## config.mk

```make
export PLATFORM = sky130hd
export DESIGN_NAME = wdtb_top
export DESIGN_NICKNAME = d
export VERILOG_FILES = /design/src/core/wdtb_pkg.sv /design/src/core/wdtb_sync.sv /design/src/core/wdtb_prescale.sv /design/src/core/wdtb_top.sv
export VERILOG_INCLUDE_DIRS = /design/src /design/src/core
export SDC_FILE = /design/constraint.sdc
export NUM_CORES = 1
export LEC_CHECK = 0
export BUFFER_PORTS_ARGS = -buffer_cell sky130_fd_sc_hd__buf_2
export CORE_ASPECT_RATIO = 0.6
export CORE_UTILIZATION = 45
export CTS_CLUSTER_SIZE = 28
export DETAILED_ROUTE_END_ITERATION = 10
export PLACE_DENSITY = 0.82
export SYNTH_ARGS = -nofsm -noshare
export SYNTH_HDL_FRONTEND = slang
export SYNTH_SLANG_ARGS = --single-unit
export TNS_END_PERCENT = 20
```

## constraint.sdc

```tcl
create_clock -name i_ref_clk -period 4.5 [get_ports i_ref_clk]
set_clock_uncertainty 0.15 [all_clocks]
set_input_delay 0 -clock i_ref_clk [delete_from_list [all_inputs] [get_ports i_ref_clk]]
set_output_delay 0 -clock i_ref_clk [all_outputs]
set_load 0.01 [all_outputs]
```

## src/core/wdtb_consts.svh

```systemverilog
// offsets, field positions, reset values and timing figures of the watchdog
`ifndef WDTB_CONSTS_SVH
`define WDTB_CONSTS_SVH

// time base
`define WDTB_REF_CLK_HZ        100000000
`define WDTB_LF_OSC_HZ         31000
`define WDTB_BASE_INTERVAL_MS  1
`define WDTB_BASE_RATIO_LOG2   5
`define WDTB_MAX_SEL           5'h12
`define WDTB_CNT_W             24

// register byte offsets
`define WDTB_OFF_CTRL          8'h00
`define WDTB_OFF_STATUS        8'h04
`define WDTB_OFF_IRQ_STAT      8'h08
`define WDTB_OFF_IRQ_MASK      8'h0C
`define WDTB_OFF_COUNT         8'h10

// watchdog_control fields and reset
`define WDTB_CTRL_EN_BIT       0
`define WDTB_CTRL_SEL_LSB      1
`define WDTB_CTRL_SEL_MSB      5
`define WDTB_SEL_RESET         5'h0B
`define WDTB_EN_RESET          1'h0

// status register bits
`define WDTB_ST_PD_BIT         0
`define WDTB_ST_TO_BIT         1
`define WDTB_ST_ACTIVE_BIT     2
`define WDTB_ST_ASLEEP_BIT     3

// interrupt event bits
`define WDTB_IRQ_W             3
`define WDTB_IRQ_RESET_BIT     0
`define WDTB_IRQ_WAKE_BIT      1
`define WDTB_IRQ_OSCF_BIT      2

`endif

```

## src/core/wdtb_pkg.sv

```systemverilog
// types shared by the watchdog files
package wdtb_pkg;

    typedef enum logic [1:0] {
        WDTB_MODE_OFF    = 2'h0,
        WDTB_MODE_SW     = 2'h1,
        WDTB_MODE_NOSLP  = 2'h2,
        WDTB_MODE_ALWAYS = 2'h3
    } wdtb_mode_t;

    typedef enum logic [1:0] {
        WDTB_PW_AWAKE  = 2'h0,
        WDTB_PW_ASLEEP = 2'h1,
        WDTB_PW_WAKING = 2'h3
    } wdtb_pw_state_t;

endpackage

```

## src/core/wdtb_sync.sv

```systemverilog
// two-flop synchroniser with a third stage for rising-edge detection
`timescale 1ns/1ps
`default_nettype none

module wdtb_sync (
    // clock and reset
    input  wire logic i_ref_clk,
    input  wire logic i_rst,
    input  wire logic i_ce,
    // asynchronous level in
    input  wire logic i_async,
    // synchronised rise, one cycle
    output logic      o_rise
);

    logic meta_ff;
    logic sync_ff;
    logic last_ff;

    // meta_ff feeds sync_ff only
    always_ff @(posedge i_ref_clk) begin
        if (i_rst) begin
            meta_ff <= 1'h0;
            sync_ff <= 1'h0;
            last_ff <= 1'h0;
        end else if (i_ce) begin
            meta_ff <= i_async;
            sync_ff <= meta_ff;
            last_ff <= sync_ff;
        end
    end

    assign o_rise = i_ce & sync_ff & ~last_ff;

endmodule

`default_nettype wire

```

## src/core/wdtb_prescale.sv

```systemverilog
// watchdog counter: counts oscillator ticks up to the selected ratio
`timescale 1ns/1ps
`default_nettype none
`include "wdtb_consts.svh"

module wdtb_prescale (
    // clock and reset
    input  wire logic                   i_ref_clk,
    input  wire logic                   i_rst,
    input  wire logic                   i_ce,
    // control
    input  wire logic                   i_tick,
    input  wire logic                   i_clear,
    input  wire logic                   i_active,
    input  wire logic [4:0]             i_sel,
    // state
    output logic [`WDTB_CNT_W-1:0]      o_count,
    output logic                        o_timeout
);

    logic [`WDTB_CNT_W-1:0] cnt_ff;
    logic                   to_ff;
    logic [`WDTB_CNT_W-1:0] limit;
    logic                   at_limit;

    // ratio is 32 doubled per code; reserved codes fall back to 1:32
    always_comb begin
        if (i_sel <= `WDTB_MAX_SEL)
            limit = (`WDTB_CNT_W'(1) << (i_sel + 5'(`WDTB_BASE_RATIO_LOG2)))
                    - `WDTB_CNT_W'(1);
        else
            limit = (`WDTB_CNT_W'(1) << `WDTB_BASE_RATIO_LOG2)
                    - `WDTB_CNT_W'(1);
    end

    // a period shortened mid-count must still expire, hence >=
    assign at_limit = (cnt_ff >= limit);

    // count advances only on oscillator ticks; a clear or an inactive watchdog zeroes it on any cycle with i_ce high
    always_ff @(posedge i_ref_clk) begin
        if (i_rst) begin
            cnt_ff <= '0;
            to_ff  <= 1'h0;
        end else if (i_ce) begin
            to_ff <= 1'h0;
            if (i_clear || !i_active) begin
                cnt_ff <= '0;
            end else if (i_tick) begin
                if (at_limit) begin
                    cnt_ff <= '0;
                    to_ff  <= 1'h1;
                end else begin
                    cnt_ff <= cnt_ff + `WDTB_CNT_W'(1);
                end
            end
        end
    end

    assign o_count   = cnt_ff;
    assign o_timeout = to_ff;
endmodule

`default_nettype wire

```

## src/core/wdtb_top.sv

```systemverilog
// watchdog timer block: APB registers, sleep tracking, reset and wake control
//
// Implementation choices: the placing of the registers and the APB register port.
`timescale 1ns/1ps
`default_nettype none
`include "wdtb_consts.svh"

module wdtb_top (
    // clock, reset, enable
    input  wire logic        i_ref_clk,
    input  wire logic        i_rst,
    input  wire logic        i_ce,
    // apb slave
    input  wire logic        i_psel,
    input  wire logic        i_penable,
    input  wire logic        i_pwrite,
    input  wire logic [7:0]  i_paddr,
    input  wire logic [31:0] i_pwdata,
    input  wire logic [3:0]  i_pstrb,
    output logic [31:0]      o_prdata,
    output logic             o_pready,
    output logic             o_pslverr,
    // oscillator and configuration
    input  wire logic        i_low_freq_internal_osc,
    input  wire logic [1:0]  i_wdt_mode_cfg,
    input  wire logic        i_osc_startup_timer,
    input  wire logic        i_osc_fail,
    // core events, one-cycle pulses
    input  wire logic        i_clear_watch_instruction,
    input  wire logic        i_sleep_enter,
    input  wire logic        i_wake,
    // results
    output logic             o_wdt_reset,
    output logic             o_wdt_wake,
    output logic             o_timeout_status_flag,
    output logic             o_powerdown_status_flag,
    output logic             o_irq
);

    wdtb_pkg::wdtb_pw_state_t pw_ff;
    wdtb_pkg::wdtb_pw_state_t nxt_pw;

    logic [4:0]             sel_ff;
    logic                   sw_watch_enable_ff;
    logic                   to_flag_ff;
    logic                   pd_flag_ff;
    logic [`WDTB_IRQ_W-1:0] irq_stat_ff;
    logic [`WDTB_IRQ_W-1:0] irq_mask_ff;
    logic [`WDTB_IRQ_W-1:0] irq_event;
    logic [`WDTB_IRQ_W-1:0] irq_w1c;
    logic                   irq_ff;
    logic                   rst_out_ff;
    logic                   wake_out_ff;
    logic [31:0]            prdata_ff;
    logic                   pready_ff;
    logic                   pslverr_ff;
    logic [31:0]            nxt_rdata;
    logic                   addr_hit;

    logic                   lf_tick;
    logic                   asleep;
    logic                   wdt_active;
    logic                   sleep_ok;
    logic                   wake_any;
    logic                   cnt_clear;
    logic [`WDTB_CNT_W-1:0] count;
    logic                   timeout;
    logic                   setup;
    logic                   wr_en;

    // oscillator pin is asynchronous to the reference clock
    wdtb_sync u_lf_sync (
        .i_ref_clk (i_ref_clk),
        .i_rst     (i_rst),
        .i_ce      (i_ce),
        .i_async   (i_low_freq_internal_osc),
        .o_rise    (lf_tick)
    );

    assign asleep = (pw_ff == wdtb_pkg::WDTB_PW_ASLEEP);

    // mode decode
    always_comb begin
        case (wdtb_pkg::wdtb_mode_t'(i_wdt_mode_cfg))
            wdtb_pkg::WDTB_MODE_ALWAYS: wdt_active = 1'h1;
            wdtb_pkg::WDTB_MODE_NOSLP:  wdt_active = !asleep;
            wdtb_pkg::WDTB_MODE_SW:     wdt_active = sw_watch_enable_ff;
            wdtb_pkg::WDTB_MODE_OFF:    wdt_active = 1'h0;
            default:                    wdt_active = 1'h0;
        endcase
    end

    // sleep entry only counts from the awake state
    assign sleep_ok = i_sleep_enter && (pw_ff == wdtb_pkg::WDTB_PW_AWAKE);
    assign wake_any = asleep && (i_wake || timeout);

    // pulses act at once, far inside one oscillator period
    assign cnt_clear = i_clear_watch_instruction
                     || sleep_ok
                     || wake_any
                     || i_osc_fail
                     || i_osc_startup_timer;

    wdtb_prescale u_prescale (
        .i_ref_clk (i_ref_clk),
        .i_rst     (i_rst),
        .i_ce      (i_ce),
        .i_tick    (lf_tick),
        .i_clear   (cnt_clear),
        .i_active  (wdt_active),
        .i_sel     (sel_ff),
        .o_count   (count),
        .o_timeout (timeout)
    );

    // power state tracking
    always_comb begin
        nxt_pw = pw_ff;
        case (pw_ff)
            wdtb_pkg::WDTB_PW_AWAKE:
                if (i_sleep_enter)
                    nxt_pw = wdtb_pkg::WDTB_PW_ASLEEP;
            wdtb_pkg::WDTB_PW_ASLEEP:
                if (timeout)
                    nxt_pw = wdtb_pkg::WDTB_PW_WAKING;
                else if (i_wake)
                    nxt_pw = wdtb_pkg::WDTB_PW_AWAKE;
            wdtb_pkg::WDTB_PW_WAKING:
                nxt_pw = wdtb_pkg::WDTB_PW_AWAKE;
            default:
                nxt_pw = wdtb_pkg::WDTB_PW_AWAKE;
        endcase
    end

    always_ff @(posedge i_ref_clk) begin
        if (i_rst)
            pw_ff <= wdtb_pkg::WDTB_PW_AWAKE;
        else if (i_ce)
            pw_ff <= nxt_pw;
    end

    // reset and wake outputs
    always_ff @(posedge i_ref_clk) begin
        if (i_rst) begin
            rst_out_ff  <= 1'h0;
            wake_out_ff <= 1'h0;
        end else if (i_ce) begin
            rst_out_ff  <= timeout && !asleep;
            wake_out_ff <= timeout && asleep;
        end
    end

    // timeout and powerdown flags; a timeout outranks other updates
    always_ff @(posedge i_ref_clk) begin
        if (i_rst) begin
            to_flag_ff <= 1'h1;
            pd_flag_ff <= 1'h1;
        end else if (i_ce) begin
            if (timeout && asleep) begin
                to_flag_ff <= 1'h0;
                pd_flag_ff <= 1'h0;
            end else if (timeout) begin
                to_flag_ff <= 1'h0;
                pd_flag_ff <= 1'h1;
            end else if (sleep_ok) begin
                to_flag_ff <= 1'h1;
                pd_flag_ff <= 1'h0;
            end else if (i_clear_watch_instruction) begin
                to_flag_ff <= 1'h1;
                pd_flag_ff <= 1'h1;
            end
        end
    end

    // apb: pready raised one cycle after setup, zero wait states
    assign setup    = i_psel && !i_penable && !pready_ff;
    assign wr_en    = i_psel && i_penable && pready_ff && i_pwrite
                      && !pslverr_ff;
    assign addr_hit = (i_paddr == `WDTB_OFF_CTRL)
                   || (i_paddr == `WDTB_OFF_STATUS)
                   || (i_paddr == `WDTB_OFF_IRQ_STAT)
                   || (i_paddr == `WDTB_OFF_IRQ_MASK)
                   || (i_paddr == `WDTB_OFF_COUNT);

    always_comb begin
        nxt_rdata = 32'h0000_0000;
        case (i_paddr)
            `WDTB_OFF_CTRL: begin
                nxt_rdata[`WDTB_CTRL_SEL_MSB:`WDTB_CTRL_SEL_LSB] = sel_ff;
                nxt_rdata[`WDTB_CTRL_EN_BIT] = sw_watch_enable_ff;
            end
            `WDTB_OFF_STATUS: begin
                nxt_rdata[`WDTB_ST_PD_BIT]     = pd_flag_ff;
                nxt_rdata[`WDTB_ST_TO_BIT]     = to_flag_ff;
                nxt_rdata[`WDTB_ST_ACTIVE_BIT] = wdt_active;
                nxt_rdata[`WDTB_ST_ASLEEP_BIT] = asleep;
            end
            `WDTB_OFF_IRQ_STAT:
                nxt_rdata[`WDTB_IRQ_W-1:0] = irq_stat_ff;
            `WDTB_OFF_IRQ_MASK:
                nxt_rdata[`WDTB_IRQ_W-1:0] = irq_mask_ff;
            `WDTB_OFF_COUNT:
                nxt_rdata[`WDTB_CNT_W-1:0] = count;
            default:
                nxt_rdata = 32'h0000_0000;
        endcase
    end

    always_ff @(posedge i_ref_clk) begin
        if (i_rst) begin
            pready_ff  <= 1'h0;
            pslverr_ff <= 1'h0;
            prdata_ff  <= 32'h0000_0000;
        end else if (i_ce) begin
            pready_ff  <= setup;
            pslverr_ff <= setup && !addr_hit;
            if (setup && !i_pwrite)
                prdata_ff <= nxt_rdata;
            else if (!setup)
                prdata_ff <= 32'h0000_0000;
        end
    end

    // control register
    always_ff @(posedge i_ref_clk) begin
        if (i_rst) begin
            sel_ff             <= `WDTB_SEL_RESET;
            sw_watch_enable_ff <= `WDTB_EN_RESET;
        end else if (i_ce && wr_en && i_pstrb[0]
                     && i_paddr == `WDTB_OFF_CTRL) begin
            sel_ff <= i_pwdata[`WDTB_CTRL_SEL_MSB:`WDTB_CTRL_SEL_LSB];
            sw_watch_enable_ff <= i_pwdata[`WDTB_CTRL_EN_BIT];
        end
    end

    // interrupt status: write one to clear, a new event wins over the clear
    assign irq_event[`WDTB_IRQ_RESET_BIT] = timeout && !asleep;
    assign irq_event[`WDTB_IRQ_WAKE_BIT]  = timeout && asleep;
    assign irq_event[`WDTB_IRQ_OSCF_BIT]  = i_osc_fail;
    assign irq_w1c = (wr_en && i_pstrb[0] && i_paddr == `WDTB_OFF_IRQ_STAT)
                     ? i_pwdata[`WDTB_IRQ_W-1:0] : '0;

    always_ff @(posedge i_ref_clk) begin
        if (i_rst) begin
            irq_stat_ff <= '0;
            irq_mask_ff <= '0;
            irq_ff      <= 1'h0;
        end else if (i_ce) begin
            irq_stat_ff <= (irq_stat_ff & ~irq_w1c) | irq_event;
            if (wr_en && i_pstrb[0] && i_paddr == `WDTB_OFF_IRQ_MASK)
                irq_mask_ff <= i_pwdata[`WDTB_IRQ_W-1:0];
            irq_ff <= |(((irq_stat_ff & ~irq_w1c) | irq_event)
                        & irq_mask_ff);
        end
    end

    assign o_prdata                = prdata_ff;
    assign o_pready                = pready_ff;
    assign o_pslverr               = pslverr_ff;
    assign o_wdt_reset             = rst_out_ff;
    assign o_wdt_wake              = wake_out_ff;
    assign o_timeout_status_flag   = to_flag_ff;
    assign o_powerdown_status_flag = pd_flag_ff;
    assign o_irq                   = irq_ff;
endmodule

`default_nettype wire

```

==> results.txt, run 1 <==
Maximum number of pins on one net before global-route repair - 48
Kind of end point of the critical path - flip-flop
Final net count - 717
Leading cell type in the layout, fill and taps excluded - sky130_fd_sc_hd__nor2_1
DPL Wire Length - 9580 µm
Global-route wire length before repair - 21200 µm
Number of distinct library cells after synthesis - 61
Die Footprint - 0.0101 mm²
Global routing met2 resource utilization - 38.8%
Routed wirelength normalized by instance count - 17.1 µm
Worst IR drop on VDD - 0.000221 V
Number of enable flip-flop cells after synthesis - 0
Hold Violations, Final - 0
Total inserted antenna cells - 0
Final core occ - 56.1%
Worst hold-check path type - input pin to flip-flop
Share of cells above drive strength 1 - 16.5%
Net load switching power - 344 µW
Area taken by multi-input logic gates - 0.00274 mm²
Maximum clock rate - 232 MHz
Post-Place Setup Slack - 0.291 ns
Global Route met3 Usage - 7.91%
Required time worst endpoint - 4.59 ns
Reg area - 0.00146 mm²
Internal - 1.06 mW
Post-Syn Area - 0.00438 mm²
Number of clock buffers inserted by TritonCTS - 9
Clock network fraction of design power - 46.5%
Sinks on Clock Net - 73
Via count - 4581
Highest fanout seen on the critical path - 4
Buffer count from post-CTS setup fixing - 0
Number of hold buffers added after CTS - 17
Post-synth top flop - sky130_fd_sc_hd__dfxtp_1
Sequential area share after synthesis - 33.4%
Status - finished, final reports clean
Routed wire length - 13100 µm
Total of flip-flops plus latches after synthesis - 73
First-iteration detailed-routing DRC count - 652
Placed Instances - 735
Detailed Routing Iterations Pass 1 - 5
Number of rows created at floorplan - 27
Commonest non-fill, non-tap cells in the layout - sky130_fd_sc_hd__nor2_1, sky130_fd_sc_hd__dfxtp_1, sky130_fd_sc_hd__nand2_1, sky130_fd_sc_hd__buf_2, sky130_fd_sc_hd__a21oi_1
Initial standard-cell utilization of the core - 47.0%
Post-route ant nets - 0
Share of synthesized flip-flops with an asynchronous set or reset - 0%
Unrepaired setup endpoints after global routing - false
Layout Cells excl Fill - 767
Antenna violations before repair - 0
Number of max-slew violations in the final report - 0
YS warnings - 0
Transition time of the tightest slew-check pin - 0.866 ns
DR DRC count - 0
Root buffer cell - sky130_fd_sc_hd__clkbuf_16
Clock tree from TritonCTS - built
Clock slew at the register clock pins of the worst setup and hold paths - 0.06 ns
Avg Cell Area, Syn - 7.77 µm²
Max-cap violations - 0
Relative area change from synthesis to final layout - 19.3%
Final TNS setup - 0 ns
Post-layout total power - 1.40 mW
Startpoint-to-endpoint class of the critical path - flip-flop to flip-flop
Portion of the clock cycle consumed by the worst path in the final layout - 95.6%
Worst setup slack after layout - 0.197 ns
Busiest layer in global routing - met1
Maximum level of the CTS H-tree - 3
Final count of negative-setup-slack endpoints - 0
Slew Limit Headroom - 42.1%
Source-to-sink clock delay at the later pin of the worst-skew pair - 0.33 ns
Via density - 5.97
Combinational fraction of design power - 6.6%
Residual overflow from global routing - 0
CORE AREA - 0.00932 mm²
I/O pins - 97
Chip height - 78.4 µm
Maximum buffer depth of the clock tree - 2
Synthesized instance count - 564
Startpoint type of the worst setup path - flip-flop
Worst path arrival time - 4.40 ns
LEAKAGE - 2.08 nW
Met1 usage - 39.2%
Tot GR Track Use - 26.9%
Worst Hold Path Cells - 4
Switching portion of total power - 24.5%
Port Buf Inserts - 59
Routability Congestion - 0.938
Reg2Reg Depth - 16
Fillers - 858
Number of global-route vias before repair - 4135
Register share of total power - 46.8%
Power Dens Cells - 269 mW/mm²
Final critical path time including I/O delays and setup - 4.30 ns
Post-cts repair resize count - 0
Floorplan die width - 129 µm
[final timing paths]
check             startpoint                     end  slack, ns
setup reg to reg   sel_ff[0]  u_prescale.o_count[22]       0.20
setup / recovery   sel_ff[0]  u_prescale.o_count[22]       0.20
hold reg to reg   o_wdt_wake              o_wdt_wake       0.32
hold / removal        i_psel                o_pready       0.02
[metrics by stage]
stage	area [µm²]	hold WS (ns)
detailed placement	4790	0.0936
CTS	5230	0.00857
global route	5230	0.0513
floorplan	4420	-0.0213
finish	5230	0.0225
global placement	4790	0.0916
[synth_stat cells, types with 11 or more instances]
library cell,count,area (µm²)
sky130_fd_sc_hd__nor2_1,77,289
sky130_fd_sc_hd__dfxtp_1,73,1460
sky130_fd_sc_hd__nand2_1,59,221
sky130_fd_sc_hd__a21oi_1,46,230
sky130_fd_sc_hd__nand3_1,27,135
sky130_fd_sc_hd__ha_1,26,325
sky130_fd_sc_hd__a22oi_1,25,188
sky130_fd_sc_hd__clkbuf_1,25,93.8
sky130_fd_sc_hd__o21ai_0,20,100
sky130_fd_sc_hd__a31oi_1,16,100
sky130_fd_sc_hd__mux2i_1,12,120
sky130_fd_sc_hd__and3_1,11,68.8
sky130_fd_sc_hd__nand4_1,11,68.8
[layout make-up]
class	instances	share of cell area, %
well taps	130	3.11
flip-flops and latches	73	28.0
multi-input cells	450	52.3
clock inverters	6	0.862
inverters	11	0.790
repair buffers	88	10.6
clock buffers	9	4.31
[worst max-delay path: stages, from the launching register on]
cell,delay [ns]
sky130_fd_sc_hd__dfxtp_1,0.32
sky130_fd_sc_hd__or2_2,0.33
sky130_fd_sc_hd__or3_1,0.32
sky130_fd_sc_hd__ha_1,0.23
sky130_fd_sc_hd__nor3b_1,0.35
sky130_fd_sc_hd__a21oi_1,0.12
sky130_fd_sc_hd__o32a_1,0.19
sky130_fd_sc_hd__nor2_1,0.10
sky130_fd_sc_hd__a21oi_1,0.08
sky130_fd_sc_hd__ha_1,0.29
sky130_fd_sc_hd__nand2_1,0.07
sky130_fd_sc_hd__o21ai_0,0.08
sky130_fd_sc_hd__nand3_1,0.08
sky130_fd_sc_hd__nand4_1,0.15
sky130_fd_sc_hd__or4b_4,0.60
sky130_fd_sc_hd__or4_4,0.56
sky130_fd_sc_hd__o31ai_2,0.19
[flip-flops by register name, summed over array words and instances (netlist names)]
| signal | flops |
|---|---|
| o_wdt_reset | 1 |
| u_lf_sync.sync_ff | 1 |
| sel_ff | 5 |
| o_prdata | 24 |
| o_wdt_wake | 1 |
| u_lf_sync.last_ff | 1 |
| o_powerdown_status_flag | 1 |
| u_prescale.o_timeout | 1 |
| o_irq | 1 |
| o_timeout_status_flag | 1 |
| o_pready | 1 |
| sw_watch_enable_ff | 1 |
| pw_ff | 2 |
| u_lf_sync.meta_ff | 1 |
| u_prescale.o_count | 24 |
| irq_mask_ff | 3 |
| irq_stat_ff | 3 |
| o_pslverr | 1 |
[power groups by stage]
stage               registers, mW  clock network [mW]  logic, mW
CTS                         0.657               0.665     0.0907
global placement            0.671                   0     0.0768
detailed placement          0.672                   0     0.0792
floorplan                   0.671                   0     0.0532
global route                0.658               0.687      0.102
finish                      0.657               0.653     0.0930
[cells by family after synthesis]
family / synth area share, %
flip-flops: 33.4
buffers and inverters: 5.00
adder cells (fa/ha/maj): 7.42
AO/OA/AOI/OAI: 21.8
other: 0.171
AND/OR/NAND/NOR: 27.0
XOR/XNOR: 1.20
multiplexers: 4.03
[metal layers]
layer,part of all wire [%],wire length [µm]
met5,0,0
met4,0.71,93
met3,12,1540
met2,40,5260
met1,47,6240
Power figures use the tool's default switching activity.
==> run 2, diff against run 1 <==
--- a/config.mk
+++ b/config.mk
@@ -11,7 +11,8 @@
 export CORE_UTILIZATION = 45
 export CTS_CLUSTER_SIZE = 28
 export DETAILED_ROUTE_END_ITERATION = 10
-export PLACE_DENSITY = 0.82
+export HOLD_SLACK_MARGIN = 0.06
+export PLACE_DENSITY = 0.71
 export SYNTH_ARGS = -nofsm -noshare
 export SYNTH_HDL_FRONTEND = slang
 export SYNTH_SLANG_ARGS = --single-unit
==> run 2 against run 1 <==
Net effect: flip-flop and latch count unchanged; cell area up 1.4%; non-clock buffer count up 4; sequential share of layout area down 0.38 points; final cell count up 0.39%; critical path depth unchanged; core utilization up 0.76 points; combinational power up 4.5%; maximum frequency up 2.1%; largest cell class unchanged.
==> results.txt, run 2 (synthesis results as in run 1) <==
Status - finished, final reports clean (unchanged)
Hold Violations, Final - 0 (unchanged)
Startpoint type of the worst setup path - flip-flop (unchanged)
Transition time of the tightest slew-check pin - 1.31 ns (was 0.866 ns)
Post-Place Setup Slack - 0.285 ns (was 0.291 ns)
Port Buf Inserts - 59 (unchanged)
Die Footprint - 0.0101 mm² (unchanged)
Fillers - 879 (was 858)
Layout Cells excl Fill - 770 (was 767)
Global-route wire length before repair - 21300 µm (was 21200 µm)
Residual overflow from global routing - 0 (unchanged)
Sinks on Clock Net - 73 (unchanged)
Portion of the clock cycle consumed by the worst path in the final layout - 93.7% (was 95.6%)
Maximum buffer depth of the clock tree - 2 (unchanged)
Floorplan die width - 129 µm (unchanged)
LEAKAGE - 2.11 nW (was 2.08 nW)
Critical Path Slowest Stage Cell - sky130_fd_sc_hd__or4b_4 (unchanged)
First-iteration detailed-routing DRC count - 678 (was 652)
Total inserted antenna cells - 0 (unchanged)
Placed Instances - 736 (was 735)
Commonest non-fill, non-tap cells in the layout - sky130_fd_sc_hd__nor2_1, sky130_fd_sc_hd__dfxtp_1, sky130_fd_sc_hd__nand2_1, sky130_fd_sc_hd__buf_2, sky130_fd_sc_hd__a21oi_1 (unchanged)
Tot GR Track Use - 27.4% (was 26.9%)
Via count - 4626 (was 4581)
Kind of end point of the critical path - flip-flop (unchanged)
Worst path arrival time - 4.32 ns (was 4.40 ns)
Via density - 6.01 (was 5.97)
Share of cells above drive strength 1 - 16.9% (was 16.5%)
Number of max-slew violations in the final report - 0 (unchanged)
Routed wire length - 13300 µm (was 13100 µm)
Buffer count from post-CTS setup fixing - 0 (unchanged)
Power Dens Cells - 279 mW/mm² (was 269 mW/mm²)
Tightest hold margin - 0.127 ns (was 0.0225 ns)
Worst IR drop on VDD - 0.000259 V (was 0.000221 V)
Relative area change from synthesis to final layout - 20.9% (was 19.3%)
Number of rows created at floorplan - 27 (unchanged)
Unrepaired setup endpoints after global routing - false (unchanged)
Clock slew at the register clock pins of the worst setup and hold paths - 0.06 ns (about the same)
Worst setup slack after layout - 0.284 ns (was 0.197 ns)
Maximum level of the CTS H-tree - 3 (unchanged)
Source-to-sink clock delay at the later pin of the worst-skew pair - 0.33 ns (about the same)
DR DRC count - 0 (unchanged)
Leading cell type in the layout, fill and taps excluded - sky130_fd_sc_hd__nor2_1 (unchanged)
Initial standard-cell utilization of the core - 47.0% (unchanged)
CORE AREA - 0.00932 mm² (unchanged)
Maximum number of pins on one net before global-route repair - 48 (unchanged)
Startpoint-to-endpoint class of the critical path - flip-flop to flip-flop (unchanged)
Slew Limit Headroom - 11.3% (was 42.1%)
Final TNS setup - 0 ns (unchanged)
Detailed Routing Iterations Pass 1 - 6 (was 5)
Number of clock buffers inserted by TritonCTS - 9 (unchanged)
Max-cap violations - 0 (unchanged)
DPL Wire Length - 9780 µm (was 9580 µm)
Highest fanout seen on the critical path - 11 (was 4)
Antenna violations before repair - 0 (unchanged)
Post-route ant nets - 0 (unchanged)
I/O pins - 97 (unchanged)
Final net count - 721 (was 717)
Chip height - 78.4 µm (unchanged)
Root buffer cell - sky130_fd_sc_hd__clkbuf_16 (unchanged)
Routability Congestion - 0.938 (about the same)
Clock tree from TritonCTS - built (unchanged)
Number of global-route vias before repair - 4068 (was 4135)
Worst hold-check path type - input pin to flip-flop (unchanged)
Final count of negative-setup-slack endpoints - 0 (unchanged)
Worst-path cell chain - or2_2 -> or3_1 -> ha_1 -> buf_4 -> nor2_1 -> nand2_1 -> o21ai_0 -> nand3_1 -> ha_1 -> nand4_1 -> nor3_1 -> nor3_1 -> nand4_1 -> or4b_4 -> or4_4 -> o31ai_2 (was or2_2 -> or3_1 -> ha_1 -> nor3b_1 -> a21oi_1 -> o32a_1 -> nor2_1 -> a21oi_1 -> ha_1 -> nand2_1 -> o21ai_0 -> nand3_1 -> nand4_1 -> or4b_4 -> or4_4 -> o31ai_2)
Crit path largest cell delay - 0.59 ns (was 0.60 ns)
Final critical path time including I/O delays and setup - 4.22 ns (was 4.30 ns)
Maximum clock rate - 237 MHz (was 232 MHz)
Routed wirelength normalized by instance count - 17.3 µm (was 17.1 µm)
Required time worst endpoint - 4.60 ns (was 4.59 ns)
[run 2: path summary, 6_finish.rpt]
check        depth (start not counted)                endpoint              start  slack (ns)
max                                 16  u_prescale.o_count[22]          sel_ff[0]        0.28
max reg2reg                         16  u_prescale.o_count[22]          sel_ff[0]        0.28
min                                  5   u_prescale.o_count[0]             i_wake        0.13
min reg2reg                          2       u_lf_sync.last_ff  u_lf_sync.last_ff        0.32
[run 2: cell type report]
type | count | area, µm² | share of cell area (%)
flip-flops and latches | 73 | 1460 | 27.6
inverters | 11 | 41.3 | 0.779
well taps | 130 | 163 | 3.07
repair buffers | 92 | 593 | 11.2
multi-input cells | 450 | 2750 | 51.8
clock inverters | 4 | 53.8 | 1.02
clock buffers | 10 | 239 | 4.51
[run 2: metal layers]
layer,vias to the layer above,part of all wire (%),global-route usage [%]
met5,-,0,0
met4,0,0.96,6.00
met3,20,11,10.4
met2,239,39,36.6
met1,2168,49,40.6
li1,2199,-,-
[run 2: timing repair]
item,CTS,global route
endpoints found under the hold margin,26,0
endpoints found under the setup margin,0,2
hold buffers,20,0
gates resized for setup,0,3
[run 2: report_power, final]
part	leakage (nW)	internal (mW)	switching [mW]	total [mW]
sequential	0.590	0.652	0.00518	0.657
clock	0.137	0.440	0.285	0.726
combinational	1.38	0.0394	0.0579	0.0972
[run 2: stage by stage]
stage	instance area [µm²]	power (mW)	util, %
finish	5300	1.48	56.8
global route	5300	1.53	56.8
CTS	5290	1.49	56.7
detailed placement	4790	0.751	51.4
global placement	4790	0.748	51.4
floorplan	4420	0.724	-
[run 2: worst max-delay path, delay by kind of cell (launching register included)]
kind | cells | cell delay, ns
adders and majority gates | 2 | 0.58
AOI/OAI and AO/OA | 2 | 0.28
buffers and inverters | 1 | 0.20
DFF | 1 | 0.30
and+or+nand+nor | 11 | 2.62
==> run 3, diff against run 2 <==
--- a/config.mk
+++ b/config.mk
@@ -12,7 +12,8 @@
 export CTS_CLUSTER_SIZE = 28
 export DETAILED_ROUTE_END_ITERATION = 10
 export HOLD_SLACK_MARGIN = 0.06
-export PLACE_DENSITY = 0.71
+export PLACE_DENSITY = 0.72
+export SLEW_MARGIN = 5
 export SYNTH_ARGS = -nofsm -noshare
 export SYNTH_HDL_FRONTEND = slang
 export SYNTH_SLANG_ARGS = --single-unit
==> run 3 against run 2 <==
Net effect: routed wire length is 2.4% higher; cell area is 0.85% higher; sequential share of layout area is 0.23 points lower; first-iteration DRC count is 19% lower; combinational power hardly changed; global-route usage is 0.76 points higher.
==> results.txt, run 3 (synthesis results as in run 1) <==
Source-to-sink clock delay at the later pin of the worst-skew pair - 0.34 ns (was 0.33 ns)
Routed wire length - 13700 µm (was 13300 µm)
Root buffer cell - sky130_fd_sc_hd__clkbuf_16 (unchanged)
Maximum level of the CTS H-tree - 3 (unchanged)
Startpoint type of the worst setup path - flip-flop (unchanged)
Status - finished, final reports clean (unchanged)
Final critical path time including I/O delays and setup - 4.27 ns (was 4.22 ns)
Commonest non-fill, non-tap cells in the layout - sky130_fd_sc_hd__nor2_1, sky130_fd_sc_hd__dfxtp_1, sky130_fd_sc_hd__buf_2 (was sky130_fd_sc_hd__nor2_1, sky130_fd_sc_hd__dfxtp_1, sky130_fd_sc_hd__nand2_1, sky130_fd_sc_hd__buf_2, sky130_fd_sc_hd__a21oi_1)
Crit path largest cell delay - 0.61 ns (was 0.59 ns)
Via count - 4621 (was 4626)
Total inserted antenna cells - 0 (unchanged)
CORE AREA - 0.00932 mm² (unchanged)
First-iteration detailed-routing DRC count - 552 (was 678)
Startpoint-to-endpoint class of the critical path - flip-flop to flip-flop (unchanged)
Post-route ant nets - 0 (unchanged)
Cell family contributing the most delay on the critical path - simple AND/OR/NAND/NOR gates (unchanged)
Required time worst endpoint - 4.61 ns (was 4.60 ns)
Leading cell type in the layout, fill and taps excluded - sky130_fd_sc_hd__nor2_1 (unchanged)
Global Route met3 Usage - 8.11% (was 10.4%)
Power Dens Cells - 287 mW/mm² (was 279 mW/mm²)
Routability Congestion - 0.915 (was 0.938)
Tot GR Track Use - 28.2% (was 27.4%)
I/O pins - 97 (unchanged)
Maximum number of pins on one net before global-route repair - 48 (unchanged)
Switching portion of total power - 23.4% (was 23.5%)
Die Footprint - 0.0101 mm² (unchanged)
Residual overflow from global routing - 0 (unchanged)
Sinks on Clock Net - 73 (unchanged)
Maximum buffer depth of the clock tree - 2 (unchanged)
DR DRC count - 0 (unchanged)
Number of rows created at floorplan - 27 (unchanged)
Port Buf Inserts - 59 (unchanged)
Kind of end point of the critical path - flip-flop (unchanged)
Number of max-slew violations in the final report - 0 (unchanged)
Relative area change from synthesis to final layout - 21.9% (was 20.9%)
Worst-path cell chain - or2_2 -> or3_1 -> ha_2 -> buf_4 -> nor2_1 -> nand2_1 -> o21ai_0 -> nand3_1 -> ha_1 -> nand4_1 -> nor3_1 -> nor3_1 -> nand4_1 -> or4b_4 -> or4_4 -> o31ai_2 (was or2_2 -> or3_1 -> ha_1 -> buf_4 -> nor2_1 -> nand2_1 -> o21ai_0 -> nand3_1 -> ha_1 -> nand4_1 -> nor3_1 -> nor3_1 -> nand4_1 -> or4b_4 -> or4_4 -> o31ai_2)
Routed wirelength normalized by instance count - 17.7 µm (was 17.3 µm)
Transition time of the tightest slew-check pin - 1.24 ns (was 1.31 ns)
Worst IR drop on VDD - 0.000233 V (was 0.000259 V)
Final net count - 723 (was 721)
Clock slew at the register clock pins of the worst setup and hold paths - 0.06 ns (about the same)
Internal - 1.18 mW (was 1.13 mW)
Final TNS setup - 0 ns (unchanged)
DPL Wire Length - 9860 µm (was 9780 µm)
Unrepaired setup endpoints after global routing - false (unchanged)
Worst hold-check path type - input pin to flip-flop (unchanged)
Met1 usage - 41.5% (was 40.6%)
Net load switching power - 359 µW (was 348 µW)
Number of clock buffers inserted by TritonCTS - 9 (unchanged)
Busiest layer in global routing - met1 (unchanged)
Clock tree from TritonCTS - built (unchanged)
Worst Path Buf+Inv - 1 (unchanged)
Detailed Routing Iterations Pass 1 - 5 (was 6)
Initial standard-cell utilization of the core - 47.0% (unchanged)
Critical Path Slowest Stage Cell - sky130_fd_sc_hd__or4b_4 (unchanged)
Maximum clock rate - 234 MHz (was 237 MHz)
Chip height - 78.4 µm (unchanged)
Tightest hold margin - 0.0916 ns (was 0.127 ns)
Floorplan die width - 129 µm (unchanged)
Max-cap violations - 0 (unchanged)
Global routing met2 resource utilization - 38.5% (was 36.6%)
Clock network fraction of design power - 50.9% (was 49.0%)
Via density - 5.98 (was 6.01)
Final count of negative-setup-slack endpoints - 0 (unchanged)
Hold Violations, Final - 0 (unchanged)
Worst path arrival time - 4.38 ns (was 4.32 ns)
Number of global-route vias before repair - 4188 (was 4068)
Antenna violations before repair - 0 (unchanged)
Combinational fraction of design power - 6.3% (was 6.6%)
Highest fanout seen on the critical path - 11 (unchanged)
Share of cells above drive strength 1 - 17.3% (was 16.9%)
Register share of total power - 42.8% (was 44.4%)
LEAKAGE - 2.13 nW (was 2.11 nW)
Portion of the clock cycle consumed by the worst path in the final layout - 94.8% (was 93.7%)
Final core occ - 57.3% (was 56.8%)
Global-route wire length before repair - 21600 µm (was 21300 µm)
Slew Limit Headroom - 16.1% (was 11.3%)
## run 3: tightest hold or removal path: cells and delay by family
| family | cells | cell delay (ns) |
|---|---|---|
| buffers and inverters | 1 | 0.08 |
| AND/OR/NAND/NOR | 4 | 0.34 |
| AO/OA/AOI/OAI | 1 | 0.12 |
## run 3: layer usage
layer	part of all wire [%]	up-vias
li1	-	2195
met1	48	2147
met2	39	253
met3	11	26
met4	1.7	0
met5	0	-
## run 3: worst paths after layout
check,from,end,slack [ns],depth (start not counted)
worst max-delay path,sel_ff[0],u_prescale.o_count[22],0.23,16
worst min-delay path,i_paddr[6],o_prdata[3],0.09,6
worst max register to register,sel_ff[0],u_prescale.o_count[22],0.23,16
worst min register to register,o_wdt_wake,o_wdt_wake,0.32,2
## run 3: power groups by stage
stage | Sequential [mW] | Clock [mW] | Combinational (mW)
3_5_place_dp | 0.671 | 0 | 0.0804
6_report | 0.657 | 0.781 | 0.0974
2_1_floorplan | 0.671 | 0 | 0.0532
3_3_place_gp | 0.671 | 0 | 0.0775
4_1_cts | 0.657 | 0.787 | 0.0949
5_1_grt | 0.657 | 0.814 | 0.107
## run 3: per-stage QoR
stage,setup WS (ns),power (mW),cell area [µm²],std cells
final,0.232,1.54,5340,773
after global routing,0.0591,1.58,5340,773
after CTS,0.209,1.54,5330,773
after detailed placement,0.230,0.751,4800,737
after global placement,0.324,0.748,4800,737
after floorplan,0.279,0.724,4420,573
## run 3: final cells by class
type | instances | area, µm²
Fill cell | 842 | 3980
Multi-Input combinational cell | 450 | 2750
Sequential cell | 73 | 1460
Timing Repair Buffer | 94 | 611
Clock buffer | 9 | 225
Tap cell | 130 | 163
Clock inverter | 6 | 90.1
Inverter | 11 | 41.3
## run 3: what timing repair did
action	CTS	global route
hold endpoints to repair	26	0
setup endpoints to repair	0	4
hold buffers	21	0
resized for setup	0	4
buffers inserted	0	0
